### src/inc/scr_pkg.sv
// Constants, register layouts and state types for the sync character receiver
package scr_pkg;

	// ****************************************
	// Register map
	// ****************************************
	localparam logic [3:0] ADDR_COMMAND   = 4'h0;
	localparam logic [3:0] ADDR_PIN_FUNC  = 4'h1;
	localparam logic [3:0] ADDR_RX_CTL    = 4'h3;
	localparam logic [3:0] ADDR_MODE      = 4'h4;
	localparam logic [3:0] ADDR_TX_CTL    = 4'h5;
	localparam logic [3:0] ADDR_SYNC_LOW  = 4'h6;
	localparam logic [3:0] ADDR_SYNC_HIGH = 4'h7;
	localparam logic [3:0] ADDR_RX_DATA   = 4'h8;
	localparam logic [3:0] ADDR_LINE_CTL  = 4'ha;
	localparam logic [3:0] ADDR_LINE_STAT = 4'hc;
	localparam logic [3:0] ADDR_RX_ERR    = 4'hd;

	localparam logic [7:0] RESET_BYTE = 8'h00;

	// Command field: reset receive checker
	localparam logic [1:0] CMD_RESET_RX_CRC = 2'h1;

	// ****************************************
	// Field layouts, most significant bit first
	// ****************************************
	typedef struct packed {
		logic [1:0] bits_per_char;
		logic       auto_enable;
		logic       enter_hunt;
		logic       crc_enable;
		logic       reserved;
		logic       load_inhibit;
		logic       rx_enable;
	} scr_rx_ctl_t;

	typedef struct packed {
		logic       terminal_ready;
		logic [1:0] bits_per_char;
		logic       send_break;
		logic       tx_enable;
		logic       poly_crc16;
		logic       send_request;
		logic       tx_crc_enable;
	} scr_tx_ctl_t;

	typedef struct packed {
		logic       crc_preset_ones;
		logic [1:0] encoding;
		logic       go_active_poll;
		logic       idle_mark;
		logic       reserved;
		logic       loop_mode;
		logic       sync_short;
	} scr_line_ctl_t;

	typedef struct packed {
		logic [1:0] clock_mode;
		logic       sync_ext;
		logic       sync_long;
		logic [1:0] stop_bits;
		logic       parity_even;
		logic       parity_enable;
	} scr_mode_t;

	typedef struct packed {
		logic [1:0] command;
		logic [5:0] unused;
	} scr_cmd_t;

	// Register port
	typedef struct packed {
		logic [3:0] addr;
		logic [7:0] wdata;
		logic       wr;
		logic       rd;
	} scr_bus_req_t;

	// Character length codes and lengths
	localparam logic [1:0] BPC_5 = 2'h0;
	localparam logic [1:0] BPC_7 = 2'h1;
	localparam logic [1:0] BPC_6 = 2'h2;
	localparam logic [1:0] BPC_8 = 2'h3;
	localparam logic [4:0] LEN_5  = 5'd5;
	localparam logic [4:0] LEN_6  = 5'd6;
	localparam logic [4:0] LEN_7  = 5'd7;
	localparam logic [4:0] LEN_8  = 5'd8;
	localparam logic [4:0] LEN_12 = 5'd12;
	localparam logic [4:0] LEN_16 = 5'd16;

	// Reflected polynomials, data shifted least significant bit first
	localparam logic [15:0] POLY_CRC16 = 16'ha001;
	localparam logic [15:0] POLY_CCITT = 16'h8408;
	localparam logic [15:0] CRC_ONES   = 16'hffff;
	localparam logic [15:0] CRC_ZEROS  = 16'h0000;

	// Status bit positions
	localparam int STAT_RX_AVAIL = 0;
	localparam int STAT_TX_SEND  = 2;
	localparam int STAT_CARRIER  = 3;
	localparam int STAT_HUNT     = 4;
	localparam int ERR_OVERRUN   = 5;
	localparam int ERR_CRC       = 6;

	typedef enum logic [1:0] {
		RX_OFF  = 2'b00,
		RX_HUNT = 2'b01,
		RX_DATA = 2'b11
	} scr_rx_state_t;

	typedef enum logic [1:0] {
		TX_OFF   = 2'b00,
		TX_ARMED = 2'b01,
		TX_DELAY = 2'b11,
		TX_SEND  = 2'b10
	} scr_tx_state_t;

endpackage

### src/logic/scr_sync_rx.sv
// Sync character receiver with delayed receive checker and transmit alignment
`timescale 1ns/1ps

module scr_sync_rx
	import scr_pkg::*;
(
	input  wire logic       core_clk,
	input  wire logic       rst,
	input  wire logic [3:0] reg_addr,
	input  wire logic [7:0] reg_wdata,
	input  wire logic       reg_wr,
	input  wire logic       reg_rd,
	output logic      [7:0] reg_rdata,
	input  wire logic       rx_clk_pin,
	input  wire logic       rx_data_pin,
	input  wire logic       tx_clk_pin,
	input  wire logic       carrier_detect_pin_n,
	output logic            tx_data_pin,
	output logic            terminal_ready_or_request_pin_n,
	output logic            send_request_pin_n
);

	// ****************************************
	// Pin synchronisers
	// ****************************************
	logic [3:0] pin_meta_q;
	logic [3:0] pin_sync_q;
	logic       rx_clk_prev_q;
	logic       tx_clk_prev_q;

	always_ff @(posedge core_clk) begin
		if (rst) begin
			pin_meta_q    <= 4'h0;
			pin_sync_q    <= 4'h0;
			rx_clk_prev_q <= 1'b0;
			tx_clk_prev_q <= 1'b0;
		end else begin
			pin_meta_q    <= {carrier_detect_pin_n, tx_clk_pin, rx_data_pin, rx_clk_pin};
			pin_sync_q    <= pin_meta_q;
			rx_clk_prev_q <= pin_sync_q[0];
			tx_clk_prev_q <= pin_sync_q[2];
		end
	end

	logic rx_tick;
	logic tx_tick;
	logic rx_bit;
	logic carrier_high;
	assign rx_tick      = pin_sync_q[0] & ~rx_clk_prev_q;
	assign tx_tick      = ~pin_sync_q[2] & tx_clk_prev_q;
	assign rx_bit       = pin_sync_q[1];
	assign carrier_high = pin_sync_q[3];

	// ****************************************
	// Register file
	// ****************************************
	scr_bus_req_t  req;
	scr_rx_ctl_t   rx_ctl_wr;
	scr_rx_ctl_t   rx_ctl_q;
	scr_tx_ctl_t   tx_ctl_q;
	scr_line_ctl_t line_ctl_q;
	scr_mode_t     mode_q;
	scr_cmd_t      cmd;
	logic [7:0]    sync_low_q;
	logic [7:0]    sync_high_q;
	logic          req_function_q;

	assign req = '{addr: reg_addr, wdata: reg_wdata, wr: reg_wr, rd: reg_rd};
	assign cmd = scr_cmd_t'(req.wdata);
	assign rx_ctl_wr = scr_rx_ctl_t'(req.wdata);

	always_ff @(posedge core_clk) begin
		if (rst) begin
			rx_ctl_q       <= scr_rx_ctl_t'(RESET_BYTE);
			tx_ctl_q       <= scr_tx_ctl_t'(RESET_BYTE);
			line_ctl_q     <= scr_line_ctl_t'(RESET_BYTE);
			mode_q         <= scr_mode_t'(RESET_BYTE);
			sync_low_q     <= RESET_BYTE;
			sync_high_q    <= RESET_BYTE;
			req_function_q <= 1'b0;
		end else if (req.wr) begin
			unique case (req.addr)
				ADDR_RX_CTL:    rx_ctl_q       <= scr_rx_ctl_t'(req.wdata);
				ADDR_TX_CTL:    tx_ctl_q       <= scr_tx_ctl_t'(req.wdata);
				ADDR_LINE_CTL:  line_ctl_q     <= scr_line_ctl_t'(req.wdata);
				ADDR_MODE:      mode_q         <= scr_mode_t'(req.wdata);
				ADDR_SYNC_LOW:  sync_low_q     <= req.wdata;
				ADDR_SYNC_HIGH: sync_high_q    <= req.wdata;
				ADDR_PIN_FUNC:  req_function_q <= req.wdata[0];
				default: ;
			endcase
		end
	end

	// ****************************************
	// Lengths and sync pattern
	// ****************************************
	function automatic logic [4:0] char_len(input logic [1:0] code);
		unique case (code)
			BPC_5: char_len = LEN_5;
			BPC_7: char_len = LEN_7;
			BPC_6: char_len = LEN_6;
			BPC_8: char_len = LEN_8;
		endcase
	endfunction

	logic [4:0]  rx_len;
	logic [4:0]  tx_len;
	logic [4:0]  sync_len;
	logic [15:0] sync_pat;
	logic        align_ok;
	logic        hunt_cmd;

	assign rx_len = char_len(rx_ctl_q.bits_per_char);
	assign tx_len = char_len(tx_ctl_q.bits_per_char);

	// External sync code is outside this block; it falls back to the short/long table
	always_comb begin
		unique case ({mode_q.sync_long, line_ctl_q.sync_short})
			2'b01: begin
				sync_len = LEN_6;
				sync_pat = {10'h000, sync_high_q[5:0]};
			end
			2'b00: begin
				sync_len = LEN_8;
				sync_pat = {8'h00, sync_high_q};
			end
			2'b11: begin
				sync_len = LEN_12;
				sync_pat = {4'h0, sync_high_q, sync_low_q[7:4]};
			end
			2'b10: begin
				sync_len = LEN_16;
				sync_pat = {sync_high_q, sync_low_q};
			end
		endcase
	end

	// Alignment restricted to sync and data lengths that tile each other
	assign align_ok = (sync_len == LEN_6) ? (rx_len == LEN_6 && tx_len == LEN_6)
		: (sync_len != LEN_12 && rx_len == LEN_8 && tx_len == LEN_8);

	assign hunt_cmd = req.wr && req.addr == ADDR_RX_CTL
		&& rx_ctl_wr.enter_hunt;

	// ****************************************
	// Receiver
	// ****************************************
	scr_rx_state_t rx_state_q;
	logic [15:0]   rx_sh_q;
	logic [4:0]    rx_cnt_q;
	logic          rx_active;
	logic          rx_active_q;
	logic          sync_hit;
	logic          char_done;
	logic [7:0]    char_val;
	logic          char_load;

	// Auto enable turns the carrier pin into a receiver gate
	assign rx_active = rx_ctl_q.rx_enable
		& ~(rx_ctl_q.auto_enable & carrier_high);

	always_comb begin
		sync_hit = 1'b0;
		unique case (sync_len)
			LEN_6:   sync_hit = rx_sh_q[15:10] == sync_pat[5:0];
			LEN_8:   sync_hit = rx_sh_q[15:8] == sync_pat[7:0];
			LEN_12:  sync_hit = rx_sh_q[15:4] == sync_pat[11:0];
			default: sync_hit = rx_sh_q == sync_pat;
		endcase
	end

	assign char_done = rx_state_q == RX_DATA && rx_tick && rx_cnt_q == rx_len - 5'd1;
	assign char_val  = 8'(({rx_bit, rx_sh_q[15:9]}) >> (5'd8 - rx_len));
	// Inhibited sync characters never reach the queue or the checker
	assign char_load = char_done && !(rx_ctl_q.load_inhibit && char_val == sync_low_q);

	always_ff @(posedge core_clk) begin
		if (rst) begin
			rx_state_q  <= RX_OFF;
			rx_sh_q     <= 16'h0000;
			rx_cnt_q    <= 5'd0;
			rx_active_q <= 1'b0;
		end else begin
			rx_active_q <= rx_active;
			if (!rx_active) begin
				rx_state_q <= RX_OFF;
				rx_cnt_q   <= 5'd0;
			end else if (!rx_active_q || hunt_cmd) begin
				rx_state_q <= RX_HUNT;
				rx_cnt_q   <= 5'd0;
			end else if (rx_tick) begin
				rx_sh_q <= {rx_bit, rx_sh_q[15:1]};
				unique case (rx_state_q)
					RX_HUNT: begin
						if (sync_hit) begin
							// Match is seen one tick late: this tick's bit is data bit one
							rx_state_q <= RX_DATA;
							rx_cnt_q   <= 5'd1;
						end
					end
					RX_DATA: begin
						rx_cnt_q <= char_done ? 5'd0 : rx_cnt_q + 5'd1;
					end
					default: ;
				endcase
			end
		end
	end

	// Hunt test uses the window before this tick's shift
	logic left_hunt;
	assign left_hunt = rx_active && rx_active_q && !hunt_cmd && rx_tick
		&& rx_state_q == RX_HUNT && sync_hit;

	// ****************************************
	// Data queue, delay stage and checker
	// ****************************************
	logic [7:0]  rx_data_q;
	logic        rx_avail_q;
	logic        crc_err_q;
	logic        overrun_q;
	logic [7:0]  last_char_q;
	logic [7:0]  delay_q;
	logic [4:0]  delay_left_q;
	logic        crc_on_q;
	logic [15:0] crc_q;
	logic [15:0] crc_preset;
	logic [15:0] crc_poly;
	logic        data_read;
	logic        crc_reset;

	assign crc_preset = line_ctl_q.crc_preset_ones ? CRC_ONES : CRC_ZEROS;
	assign crc_poly   = tx_ctl_q.poly_crc16 ? POLY_CRC16 : POLY_CCITT;
	assign data_read  = req.rd && req.addr == ADDR_RX_DATA;
	assign crc_reset  = rx_state_q != RX_DATA
		|| (req.wr && req.addr == ADDR_COMMAND && cmd.command == CMD_RESET_RX_CRC);

	always_ff @(posedge core_clk) begin
		if (rst) begin
			rx_data_q  <= RESET_BYTE;
			rx_avail_q <= 1'b0;
			crc_err_q  <= 1'b0;
			overrun_q  <= 1'b0;
		end else if (char_load) begin
			rx_data_q  <= char_val;
			rx_avail_q <= 1'b1;  // New character wins over a read in the same cycle
			crc_err_q  <= crc_q != CRC_ZEROS;
			overrun_q  <= rx_avail_q & ~data_read;
		end else if (data_read) begin
			rx_avail_q <= 1'b0;
		end
	end

	// Checker trails the queue by one character; a character finishes two character times after queuing
	always_ff @(posedge core_clk) begin
		if (rst) begin
			last_char_q  <= RESET_BYTE;
			delay_q      <= RESET_BYTE;
			delay_left_q <= 5'd0;
			crc_on_q     <= 1'b0;
			crc_q        <= CRC_ZEROS;
		end else if (crc_reset) begin
			crc_on_q     <= 1'b0;
			crc_q        <= crc_preset;
			delay_left_q <= 5'd0;
		end else if (char_load) begin
			last_char_q  <= char_val;
			delay_q      <= last_char_q;
			delay_left_q <= rx_len;
			crc_on_q     <= rx_ctl_q.crc_enable;
		end else if (rx_tick && delay_left_q != 5'd0) begin
			delay_q      <= {1'b0, delay_q[7:1]};
			delay_left_q <= delay_left_q - 5'd1;
			if (crc_on_q) begin
				crc_q <= (crc_q >> 1) ^ ((crc_q[0] ^ delay_q[0]) ? crc_poly : CRC_ZEROS);
			end
		end
	end

	// ****************************************
	// Transmitter and alignment
	// ****************************************
	scr_tx_state_t tx_state_q;
	logic [4:0]    align_cnt_q;
	logic [15:0]   tx_sh_q;
	logic [4:0]    tx_left_q;
	logic          idle_level;

	always_ff @(posedge core_clk) begin
		if (rst) begin
			tx_state_q  <= TX_OFF;
			align_cnt_q <= 5'd0;
		end else if (!tx_ctl_q.tx_enable) begin
			tx_state_q <= TX_OFF;
		end else begin
			unique case (tx_state_q)
				TX_OFF: begin
					tx_state_q <= (line_ctl_q.loop_mode && align_ok) ? TX_ARMED : TX_SEND;
				end
				TX_ARMED: begin
					if (left_hunt && line_ctl_q.go_active_poll) begin
						tx_state_q  <= TX_DELAY;
						align_cnt_q <= 5'd1;  // Sync was already complete one tick ago
					end
				end
				TX_DELAY: begin
					if (rx_tick) begin
						align_cnt_q <= align_cnt_q + 5'd1;
						if (align_cnt_q == rx_len - 5'd1) begin
							tx_state_q <= TX_SEND;
						end
					end
				end
				TX_SEND: ;
			endcase
		end
	end

	assign idle_level = ~tx_ctl_q.send_break;

	always_ff @(posedge core_clk) begin
		if (rst) begin
			tx_sh_q     <= 16'h0000;
			tx_left_q   <= 5'd0;
			tx_data_pin <= 1'b1;
		end else if (tx_state_q != TX_SEND) begin
			tx_left_q   <= 5'd0;
			tx_data_pin <= idle_level;
		end else if (tx_ctl_q.send_break || (line_ctl_q.idle_mark && !line_ctl_q.loop_mode)) begin
			tx_data_pin <= idle_level;
		end else if (tx_tick) begin
			if (tx_left_q == 5'd0) begin
				tx_data_pin <= sync_pat[0];
				tx_sh_q     <= sync_pat >> 1;
				tx_left_q   <= sync_len - 5'd1;
			end else begin
				tx_data_pin <= tx_sh_q[0];
				tx_sh_q     <= tx_sh_q >> 1;
				tx_left_q   <= tx_left_q - 5'd1;
			end
		end
	end

	// ****************************************
	// Modem pins and read port
	// ****************************************
	always_ff @(posedge core_clk) begin
		if (rst) begin
			terminal_ready_or_request_pin_n <= 1'b1;
			send_request_pin_n              <= 1'b1;
		end else begin
			// Request form: low while the transmitter is enabled but still idle
			terminal_ready_or_request_pin_n <= req_function_q
				? ~(tx_ctl_q.tx_enable && tx_state_q != TX_SEND)
				: ~tx_ctl_q.terminal_ready;
			send_request_pin_n <= ~tx_ctl_q.send_request;
		end
	end

	logic [7:0] line_stat;
	logic [7:0] rx_err_stat;

	always_comb begin
		line_stat                = 8'h00;
		line_stat[STAT_RX_AVAIL] = rx_avail_q;
		line_stat[STAT_TX_SEND]  = tx_state_q == TX_SEND;
		line_stat[STAT_CARRIER]  = ~carrier_high;
		line_stat[STAT_HUNT]     = rx_state_q != RX_DATA;
		rx_err_stat              = 8'h00;
		rx_err_stat[ERR_CRC]     = crc_err_q;
		rx_err_stat[ERR_OVERRUN] = overrun_q;
	end

	always_ff @(posedge core_clk) begin
		if (rst) begin
			reg_rdata <= 8'h00;
		end else if (req.rd) begin
			unique case (req.addr)
				ADDR_RX_DATA:   reg_rdata <= rx_data_q;
				ADDR_LINE_STAT: reg_rdata <= line_stat;
				ADDR_RX_ERR:    reg_rdata <= rx_err_stat;
				default:        reg_rdata <= 8'h00;
			endcase
		end else begin
			reg_rdata <= 8'h00;
		end
	end

endmodule

### config.mk
export PLATFORM = sky130hd
export DESIGN_NAME = scr_sync_rx
export DESIGN_NICKNAME = d
export VERILOG_FILES = /design/src/inc/scr_pkg.sv /design/src/logic/scr_sync_rx.sv
export SDC_FILE = /design/constraint.sdc
export NUM_CORES = 1
export LEC_CHECK = 0
export BUFFER_PORTS_ARGS = -buffer_cell sky130_fd_sc_hd__buf_2
export CAP_MARGIN = 20
export CORE_UTILIZATION = 25
export DETAILED_ROUTE_END_ITERATION = 10
export GPL_TIMING_DRIVEN = 0
export PLACE_DENSITY_LB_ADDON = 0.05
export SYNTH_ARGS = -nofsm -noshare
export SYNTH_HDL_FRONTEND = slang
export SYNTH_SLANG_ARGS = --single-unit
### constraint.sdc
create_clock -name core_clk -period 4.6 [get_ports core_clk]
set_clock_uncertainty 0.1 [all_clocks]
set_input_delay 0.69 -clock core_clk [delete_from_list [all_inputs] [get_ports core_clk]]
set_output_delay 0.69 -clock core_clk [all_outputs]
set_load 0.1 [all_outputs]
Word-level counts from Yosys, hierarchy flattened
Cells that the tools add are included.
{"block": "word_totals", "ff_bits": 158, "inputBits": 20, "out_inout_bits": 11, "elab_cells": 238}
{"block": "op_classes", "n_reduce_logical": 72, "bitwise": 23, "n_shift": 1, "muxes": 42, "addsub": 7, "eq_ne": 47}
{"operator": "$mux 16", "count": 6}
{"operator": "$pmux 16 s4", "count": 1}
{"operator": "$pmux 5 s4", "count": 3}
{"operator": "$mux 5", "count": 7}
{"operator": "$pmux 8 s3", "count": 1}
{"operator": "$logic_and 1x1->1", "count": 22}
{"operator": "$eq 5x4->1 const B", "count": 4}
{"operator": "$pmux 5 s2", "count": 2}
{"operator": "$reduce_and 2->1", "count": 10}
{"operator": "$sub 5x1->5 const B", "count": 4}
{"operator": "$eq 2x2->1 const B", "count": 9}
{"operator": "$reduce_and 3->1", "count": 6}
{"operator": "$reduce_bool 2->1", "count": 9}
{"operator": "$eq 16x16->1", "count": 1}
{"operator": "$eq 4x3->1 const B", "count": 4}
{"operator": "$eq 4x4->1 const B", "count": 4}
{"operator": "$eq 8x8->1", "count": 2}
{"operator": "$mux 8", "count": 2}
{"operator": "$not 1->1", "count": 16}
{"operator": "$reduce_bool 16->1", "count": 1}
{"operator": "$xor 15x16->16", "count": 1}
{"operator": "$eq 5x3->1 const B", "count": 3}
{"operator": "$mux 15", "count": 1}
{"operator": "$mux 14", "count": 1}
{"operator": "28 further kinds", "count": 72}

Logic depth before layout (Yosys ltp)
Gate-level depths: netlist of the first run.
{"block": "logic_depth", "word_depth": 11, "depth_mapped": 13}

Least setup slack after synthesis of the first run
OpenSTA, ideal clock, no wires.
{"block": "synth_path", "kind": "register to register", "from": "register rx_ctl_q[7] (netlist bit)", "to": "register crc_q[11]", "synth_period_minus_slack_ns": 3.248, "n_path_buf": 3, "arrival_time_ns": 3.016, "path_slack_ns": 1.352, "path_stages_with_launch": 13, "t_required_ns": 4.368, "setup_ns": 0.132, "cell_sequence": "dfxtp_1 inv_1 ha_1 buf_4 mux4_2 xor2_1 a2111o_1 o31ai_4 and3_1 buf_4 buf_6 mux2i_1 a21oi_1"}
{"block": "synth_via", "elab_chain_cells": 10, "elab_cells_between_ends": 16, "cone_classes": "add/sub: 2; eq/ne: 6; shift: 1; mux: 1; reduce/logical: 6"}
{"element": "from (decl)", "line": "scr_sync_rx.sv:59", "source": "scr_rx_ctl_t rx_ctl_q;"}
{"element": "from (signal assigned)", "line": "scr_sync_rx.sv:74", "source": "rx_ctl_q <= scr_rx_ctl_t'(RESET_BYTE);"}
{"element": "from (signal assigned)", "line": "scr_sync_rx.sv:83", "source": "ADDR_RX_CTL: rx_ctl_q <= scr_rx_ctl_t'(req.wdata);"}
{"element": "$eq 2x2->1, or another cell as far along", "line": "scr_sync_rx.sv:99", "source": "unique case (code)"}
{"element": "$pmux 5 s4 *", "line": "scr_sync_rx.sv:99"}
{"element": "$sub 4x5->5", "line": "scr_sync_rx.sv:174", "source": "assign char_val = 8'(({rx_bit, rx_sh_q[15:9]}) >> (5'd8 - rx_len));"}
{"element": "$shr 8x5->8", "line": "scr_sync_rx.sv:174"}
{"element": "$eq 8x8->1", "line": "scr_sync_rx.sv:176", "source": "assign char_load = char_done && !(rx_ctl_q.load_inhibit && char_val == sync_low_q);"}
{"element": "$logic_and 1x1->1", "line": "scr_sync_rx.sv:176"}
{"element": "$logic_not 1->1", "line": "scr_sync_rx.sv:176"}
{"element": "$logic_and 1x1->1 *", "line": "scr_sync_rx.sv:176"}
{"element": "$ne 2x1->1 (no source line) *"}
{"element": "$reduce_and 3->1 (no source line) *"}
{"element": "to (signal assigned)", "line": "scr_sync_rx.sv:265", "source": "crc_q <= crc_preset;"}
{"element": "to (signal assigned)", "line": "scr_sync_rx.sv:276", "source": "crc_q <= (crc_q >> 1) ^ ((crc_q[0] ^ delay_q[0]) ? crc_poly : CRC_ZEROS);"}
{"element": "to (decl)", "line": "scr_sync_rx.sv:227", "source": "logic [15:0] crc_q;"}
Every way passes the cells marked *; elsewhere a longest branch is shown, timed or not. The select of a mux whose other input is x is not followed.
A chain may end at the register's enable or synchronous reset.

Final worst setup path of the first run
{"block": "layout_path", "from": "register line_ctl_q[0] (netlist bit)", "to": "register align_cnt_q[1]"}
{"block": "layout_via", "elab_chain_cells": 8, "elab_cells_between_ends": 18, "cone_classes": "eq/ne: 11; mux: 3; reduce/logical: 4"}
{"element": "from (decl)", "line": "scr_sync_rx.sv:61", "source": "scr_line_ctl_t line_ctl_q;"}
{"element": "from (signal assigned)", "line": "scr_sync_rx.sv:76", "source": "line_ctl_q <= scr_line_ctl_t'(RESET_BYTE);"}
{"element": "from (signal assigned)", "line": "scr_sync_rx.sv:85", "source": "ADDR_LINE_CTL: line_ctl_q <= scr_line_ctl_t'(req.wdata);"}
{"element": "$eq 2x2->1, or another cell as far along", "line": "scr_sync_rx.sv:119", "source": "unique case ({mode_q.sync_long, line_ctl_q.sync_short})"}
{"element": "$pmux 16 s4 or $pmux 5 s4 (tied branches)", "line": "scr_sync_rx.sv:119"}
{"element": "$eq 16x16->1, or another cell as far along", "line": "scr_sync_rx.sv:169", "source": "default: sync_hit = rx_sh_q == sync_pat;"}
{"element": "$pmux 1 s3 *", "line": "scr_sync_rx.sv:165", "source": "unique case (sync_len)"}
{"element": "$logic_and 1x1->1 *", "line": "scr_sync_rx.sv:214", "source": "&& rx_state_q == RX_HUNT && sync_hit;"}
{"element": "$logic_and 1x1->1 *", "line": "scr_sync_rx.sv:302", "source": "if (left_hunt && line_ctl_q.go_active_poll) begin"}
{"element": "$ne 2x2->1 (no source line) *"}
{"element": "$reduce_and 4->1 (no source line) *"}
{"element": "to (signal assigned)", "line": "scr_sync_rx.sv:309", "source": "align_cnt_q <= align_cnt_q + 5'd1;"}
{"element": "to (decl)", "line": "scr_sync_rx.sv:285", "source": "logic [4:0] align_cnt_q;"}
Marked as above.

==> results of run 1 <==
[worst max-delay path by stage]
stage,cells past startpoint,start,endpoint,slack [ps]
after floorplan,12,rx_ctl_q[7],crc_q[11],1350
after global placement,10,line_ctl_q[0],align_cnt_q[1],400
after detailed placement,10,line_ctl_q[0],align_cnt_q[1],400
after CTS,10,line_ctl_q[0],align_cnt_q[1],380
after global routing,11,line_ctl_q[0],align_cnt_q[1],40
final,11,line_ctl_q[0],align_cnt_q[1],420
[cells in the mapped netlist, types with 8 or more instances]
cell | instances | area [um^2]
inv_1 | 17 | 63.8
a21oi_1 | 39 | 195
ha_1 | 17 | 213
a211oi_1 | 18 | 135
mux2i_1 | 84 | 841
xnor2_1 | 25 | 219
nor4_1 | 10 | 62.6
xor2_1 | 20 | 175
nor2b_1 | 25 | 156
a22oi_1 | 15 | 113
clkbuf_1 | 45 | 169
dfxtp_1 | 157 | 3140
nand3_1 | 18 | 90.1
nand2_1 | 64 | 240
o21ai_0 | 35 | 175
nor3_1 | 30 | 150
a311oi_1 | 8 | 70.1
nand2b_1 | 10 | 62.6
nor2_1 | 141 | 529
nand4_1 | 11 | 68.8
[power groups by stage]
| stage | combinational (mW) | clock [mW] | sequential [mW] |
|---|---|---|---|
| 2_1_floorplan | 0.0623 | 0 | 1.41 |
| 3_3_place_gp | 0.121 | 0 | 1.41 |
| 3_5_place_dp | 0.120 | 0 | 1.41 |
| 4_1_cts | 0.120 | 1.46 | 1.38 |
| 5_1_grt | 0.128 | 1.52 | 1.38 |
| 6_report | 0.117 | 1.41 | 1.38 |
[layer usage]
metal  vias to the layer above  wire length (um)  GRT usage (%)
met3                        20               627           2.93
li1                       3321                 -              -
met4                         0               340           4.45
met2                        84             12200           27.8
met1                      3129             13400           24.2
met5                         -                 0              0
[registers in the layout (all words and copies together), names as in the netlist, 2 cells and up]
signal	flops
line_ctl_q	5
reg_rdata	8
delay_left_q	5
tx_sh_q	15
align_cnt_q	5
crc_q	16
rx_data_q	8
rx_cnt_q	5
rx_sh_q	16
tx_ctl_q	7
sync_low_q	8
pin_meta_q	4
rx_ctl_q	6
rx_state_q	2
last_char_q	8
sync_high_q	8
tx_state_q	2
pin_sync_q	4
delay_q	8
tx_left_q	5
[kinds of logic after synthesis]
group,count (synthesis)
compound gates,173
xor+xnor,45
fa+ha+maj,17
buf+inv,71
flops,157
mux,92
simple gates,349
[layout make-up]
cell class              instances  share of cell area [%]
multi-input cells             676                    48.7
flip-flops and latches        157                    34.7
well taps                     396                    5.47
clock buffers                  21                    5.09
plain buffers                  54                    2.46
repair buffers                 30                    1.66
clock inverters                11                    1.19
inverters                      17                   0.705
==> results.json, run 1 <==
{
  "crit_path_end_kind": "flop",
  "synth_flop_cell": "dfxtp_1",
  "slowest_delay_ps": 870,
  "grt_pass1_vias": 6415,
  "antenna_found_initial": 0,
  "die_height_um": 179,
  "drv_cap": 0,
  "setup_viol": 0,
  "num_io_pins": 31,
  "synth_top_family_by_area": "simple AND/OR/NAND/NOR gates",
  "cp_num_buf_inv": 2,
  "slew_headroom_pct": 20.9,
  "clk_pin_slew_ps": 70,
  "htree_num_levels": 4,
  "syn-num-nets": 941,
  "internal_power_mw": 2.18,
  "crit_required_ps": 4870,
  "vias": 6554,
  "share_seq_of_total_power_pct": 47.4,
  "whs_endpoint": "send_request_pin_n",
  "p_sw_share_pct": 24.9,
  "fin_ws_ps": 418,
  "die_w_um": 179,
  "ff2ff_setup_slack_ps": 420,
  "fin_tns_setup_ps": 0,
  "rows": 64,
  "place_area_mm2": 0.00849,
  "cts_num_sinks": 157,
  "worst_r2r_endpoint": "align_cnt_q[1]",
  "total_switching_power_uw": 723,
  "wl_per_cell_um": 19.5,
  "min_period_ps": 4180,
  "rsz0062_at_grt": "no",
  "ff2ff_path_depth": 11,
  "critical-path-top-delay-family": "compound AO/OA/AOI/OAI gates",
  "place_worst_setup_slack_ps": 402,
  "fin_util_pct": 29.4,
  "n_fill_cell": 3400,
  "synth_xor_area_share_pct": 5.03,
  "synth_enable_flop_cells": 0,
  "layout-drive-gt1-share_pct": 8.49,
  "period_share_pct": 90.9,
  "startpoint_type": "flop",
  "power_density_mw_per_mm2": 321,
  "grt_pass1_wl_mm": 41.0,
  "combPwrFrac_pct": 4.0,
  "dp_hpwl_mm": 20.0,
  "synth-compound-area-share_pct": 14.8,
  "final-hold-violation-count": 0,
  "slew_violations": 0,
  "syn_area_mm2": 0.00784,
  "synth_seq_cells": 157,
  "ys_seq_area_share_pct": 40.1,
  "yosysUniqueCellTypes": 63,
  "drt-total-wl_mm": 26.6,
  "dr.pass1.iters": 7,
  "design_area_mm2": 0.00905,
  "synthSimpleGateAreaFrac_pct": 21.1,
  "synthAdderAreaFrac_pct": 2.71,
  "worst_hold_slack_ps": 307,
  "ff_latch_area_mm2": 0.00314,
  "clock_path_buffers": 2,
  "fin_cells": 1362,
  "diodes": 0,
  "total_power_mw": 2.91,
  "clockRootBuffer": "clkbuf_16",
  "insertion_delay_ps": 440,
  "die_area_mm2": 0.0321,
  "tritoncts": "yes",
  "gp_congestion": 0.807,
  "critPathMaxFanout": 10,
  "port_buffers": 30,
  "grt_usage_pct": 17.5,
  "p_clk_share_pct": 48.6,
  "ys_warn_count": 0,
  "ant_nets": 0,
  "crit_arrival_ps": 4450,
  "multi_input_area_mm2": 0.00441,
  "hp-start": "tx_ctl_q[1]",
  "final_common_cell": "dfxtp_1",
  "layout_common_cells": "dfxtp_1, nor2_1, mux2i_1",
  "status": "complete, but fails checks",
  "cp_slowest_cell": "o21ai_0",
  "nNetsFinal": 990,
  "netlist_instances": 904,
  "start_util_pct": 25.5,
  "dp.cells": 1330,
  "vias_per_cell": 4.81,
  "tightest_slew_ps": 1190,
  "cts_setup_buffers": 0,
  "ctsHoldBuffers": 0,
  "drt_iter0_drc": 325,
  "path_class": "flop to flop",
  "hold_path.class": "flop to flop",
  "synth_mux_area_share_pct": 12.6,
  "min_delay_path_depth": 1,
  "cts_resized": 0,
  "overflow": 0,
  "vdd_ir_drop_max_mv": 0.257,
  "max_freq_mhz": 239,
  "coreArea_mm2": 0.0307,
  "drc": 4,
  "syn-mean-instance-area_um2": 8.67,
  "cts_made_buffers": 17,
  "timing.rr.start": "line_ctl_q[0]",
  "synth_async_sr_flop_share_pct": 0,
  "violations": "design-rule violations",
  "syn2layout_area_growth_pct": 15.5,
  "path_cells": "inv_1 > ha_1 > clkbuf_1 > a22oi_1 > o21ai_0 > xor2_1 > nor4_1 > a31oi_1 > a21oi_1 > a41o_1 > mux2i_1",
  "total_leakage_power_nw": 3.23,
  "grt_max_degree": 17
}
Note: power is estimated with default switching activity, not from simulation.
==> run 2: changes to the inputs <==
- REMOVE_ABC_BUFFERS: default -> 1
- SLEW_MARGIN: default -> 20
==> run 2 against run 1 <==
Compared with the run above:
- the flow still finishes with violations (design-rule violations)
- count of clock-buffer cells in the layout down 1
- global-route usage down 1.8 points
- design area down 0.68%
- non-clock buffer count down 43
==> results.json, run 2 (synthesized netlist as in run 1, its figures left out) <==
{
  "dr.pass1.iters": 8,
  "timing.rr.start": "rx_ctl_q[7]",
  "clock_path_buffers": 2,
  "drv_cap": 0,
  "overflow": 0,
  "wl_per_cell_um": 18.0,
  "crit_required_ps": 4780,
  "top_regs": "crc_q (16), rx_sh_q (16), tx_sh_q (15)",
  "total_power_mw": 2.87,
  "fin_cells": 1319,
  "drt-total-wl_mm": 23.8,
  "layout-drive-gt1-share_pct": 9.97,
  "grt_max_degree": 71,
  "cp_common_cell": "buf_8",
  "coreArea_mm2": 0.0307,
  "port_buffers": 30,
  "gp_congestion": 0.767,
  "vias": 6360,
  "slowest_delay_ps": 640,
  "start_util_pct": 25.5,
  "path_cells": "inv_1 > ha_2 > mux4_2 > xor2_1 > a2111o_1 > o31ai_4 > buf_8 > buf_8 > and3_2 > mux2i_1 > a21oi_1",
  "final-hold-violation-count": 0,
  "htree_num_levels": 4,
  "slew_headroom_pct": 32.8,
  "drc": 9,
  "layout_common_cells": "dfxtp_1, nor2_1, mux2i_1",
  "max_freq_mhz": 230,
  "min_delay_path_depth": 1,
  "vias_per_cell": 4.82,
  "cts_num_sinks": 157,
  "grt_usage_pct": 15.6,
  "drt_iter0_drc": 342,
  "diodes": 0,
  "final_common_cell": "dfxtp_1",
  "min_period_ps": 4340,
  "ff2ff_path_depth": 11,
  "cp_slowest_cell": "mux4_2",
  "vdd_ir_drop_max_mv": 0.274,
  "slew_violations": 0,
  "die_height_um": 179,
  "violations": "design-rule violations",
  "die_w_um": 179,
  "setup_viol": 0,
  "status": "complete, but fails checks",
  "crit_arrival_ps": 4520,
  "num_io_pins": 31,
  "tightest_slew_ps": 1000,
  "path_class": "flop to flop",
  "total_leakage_power_nw": 3.21,
  "hold_path.class": "flop to flop",
  "dp_hpwl_mm": 16.7,
  "period_share_pct": 94.3,
  "design_area_mm2": 0.00899,
  "syn2layout_area_growth_pct": 14.7,
  "crit_end": "crc_q[4]",
  "power_density_mw_per_mm2": 319,
  "rsz0062_at_grt": "no",
  "cts_made_buffers": 17,
  "worst_r2r_endpoint": "crc_q[4]",
  "grt_pass1_vias": 6208,
  "startpoint_type": "flop",
  "place_area_mm2": 0.00843,
  "nNetsFinal": 947,
  "grt_pass1_wl_mm": 37.4,
  "dp.cells": 1287,
  "ant_nets": 0,
  "tritoncts": "yes",
  "rows": 64,
  "clk_pin_slew_ps": 70,
  "critPathMaxFanout": 16,
  "ff2ff_setup_slack_ps": 260,
  "startpoint": "rx_ctl_q[7]",
  "antenna_found_initial": 0,
  "die_area_mm2": 0.0321,
  "insertion_delay_ps": 440,
  "ctsHoldBuffers": 0,
  "crit_path_end_kind": "flop",
  "clockRootBuffer": "clkbuf_16"
}
[run 2: cell count changes in the layout (fill, tap and decap cells not counted), moves of 2 or more]
cell and change:
buf_1 -2, buf_2 -2, buf_8 +3, clkbuf_1 -44, clkbuf_8 -2, clkinvlp_4 +2
ha_1 -2, ha_2 +2, inv_6 -3
[run 2: worst max-delay path, delay by kind of cell (launching register included)]
kind	cells	cell delay [ps]
AO/OA/AOI/OAI	3	930
XOR/XNOR	1	170
adder cells (fa/ha/maj)	1	580
buffers and inverters	3	500
flip-flops	1	480
multiplexers	2	890
AND/OR/NAND/NOR	1	520
[run 2: what timing repair did]
action	CTS	global route
endpoints found under the setup margin	16	16
resized for setup	1	2
buffers inserted	0	0
[run 2: where the power goes]
group          internal [mW]  switching (mW)
clock                  0.750           0.637
sequential              1.37         0.00848
combinational         0.0364          0.0709
[run 2: stage by stage]
stage	setup TNS [ps]	setup slack [ps]	util (%)	hold WS [ps]
floorplan	0	80.9	-	269
global placement	-32100	-1200	26.9	284
detailed placement	-4500	-302	27.4	280
CTS	0	1.33	29.2	295
global route	0	20.7	29.2	320
finish	0	260	29.2	293
[run 2: area by class of cell]
cell class                 count  area (um^2)
timing repair buffer          41          290
inverter                      17         63.8
clock buffer                  20          437
fill                        3373        21800
tap                          396          495
multi-input combinational    676         4450
clock inverter                12          116
sequential                   157         3140
[run 2: how the worst min path moves through the flow]
stage           startpoint                 end
3_3_place_gp   tx_ctl_q[1]  send_request_pin_n
3_5_place_dp   tx_ctl_q[1]  send_request_pin_n
5_1_grt        tx_ctl_q[1]  send_request_pin_n
4_1_cts        tx_ctl_q[1]  send_request_pin_n
2_1_floorplan  tx_ctl_q[1]  send_request_pin_n
6_report       tx_ctl_q[1]  send_request_pin_n
[run 2: metal layers]
metal	part of all wire, %	GRT usage, %	up-vias
met5	0	0	-
met4	1.5	5.08	0
met3	2.3	2.59	16
met2	45	24.1	63
met1	52	21.9	3062
li1	-	-	3219
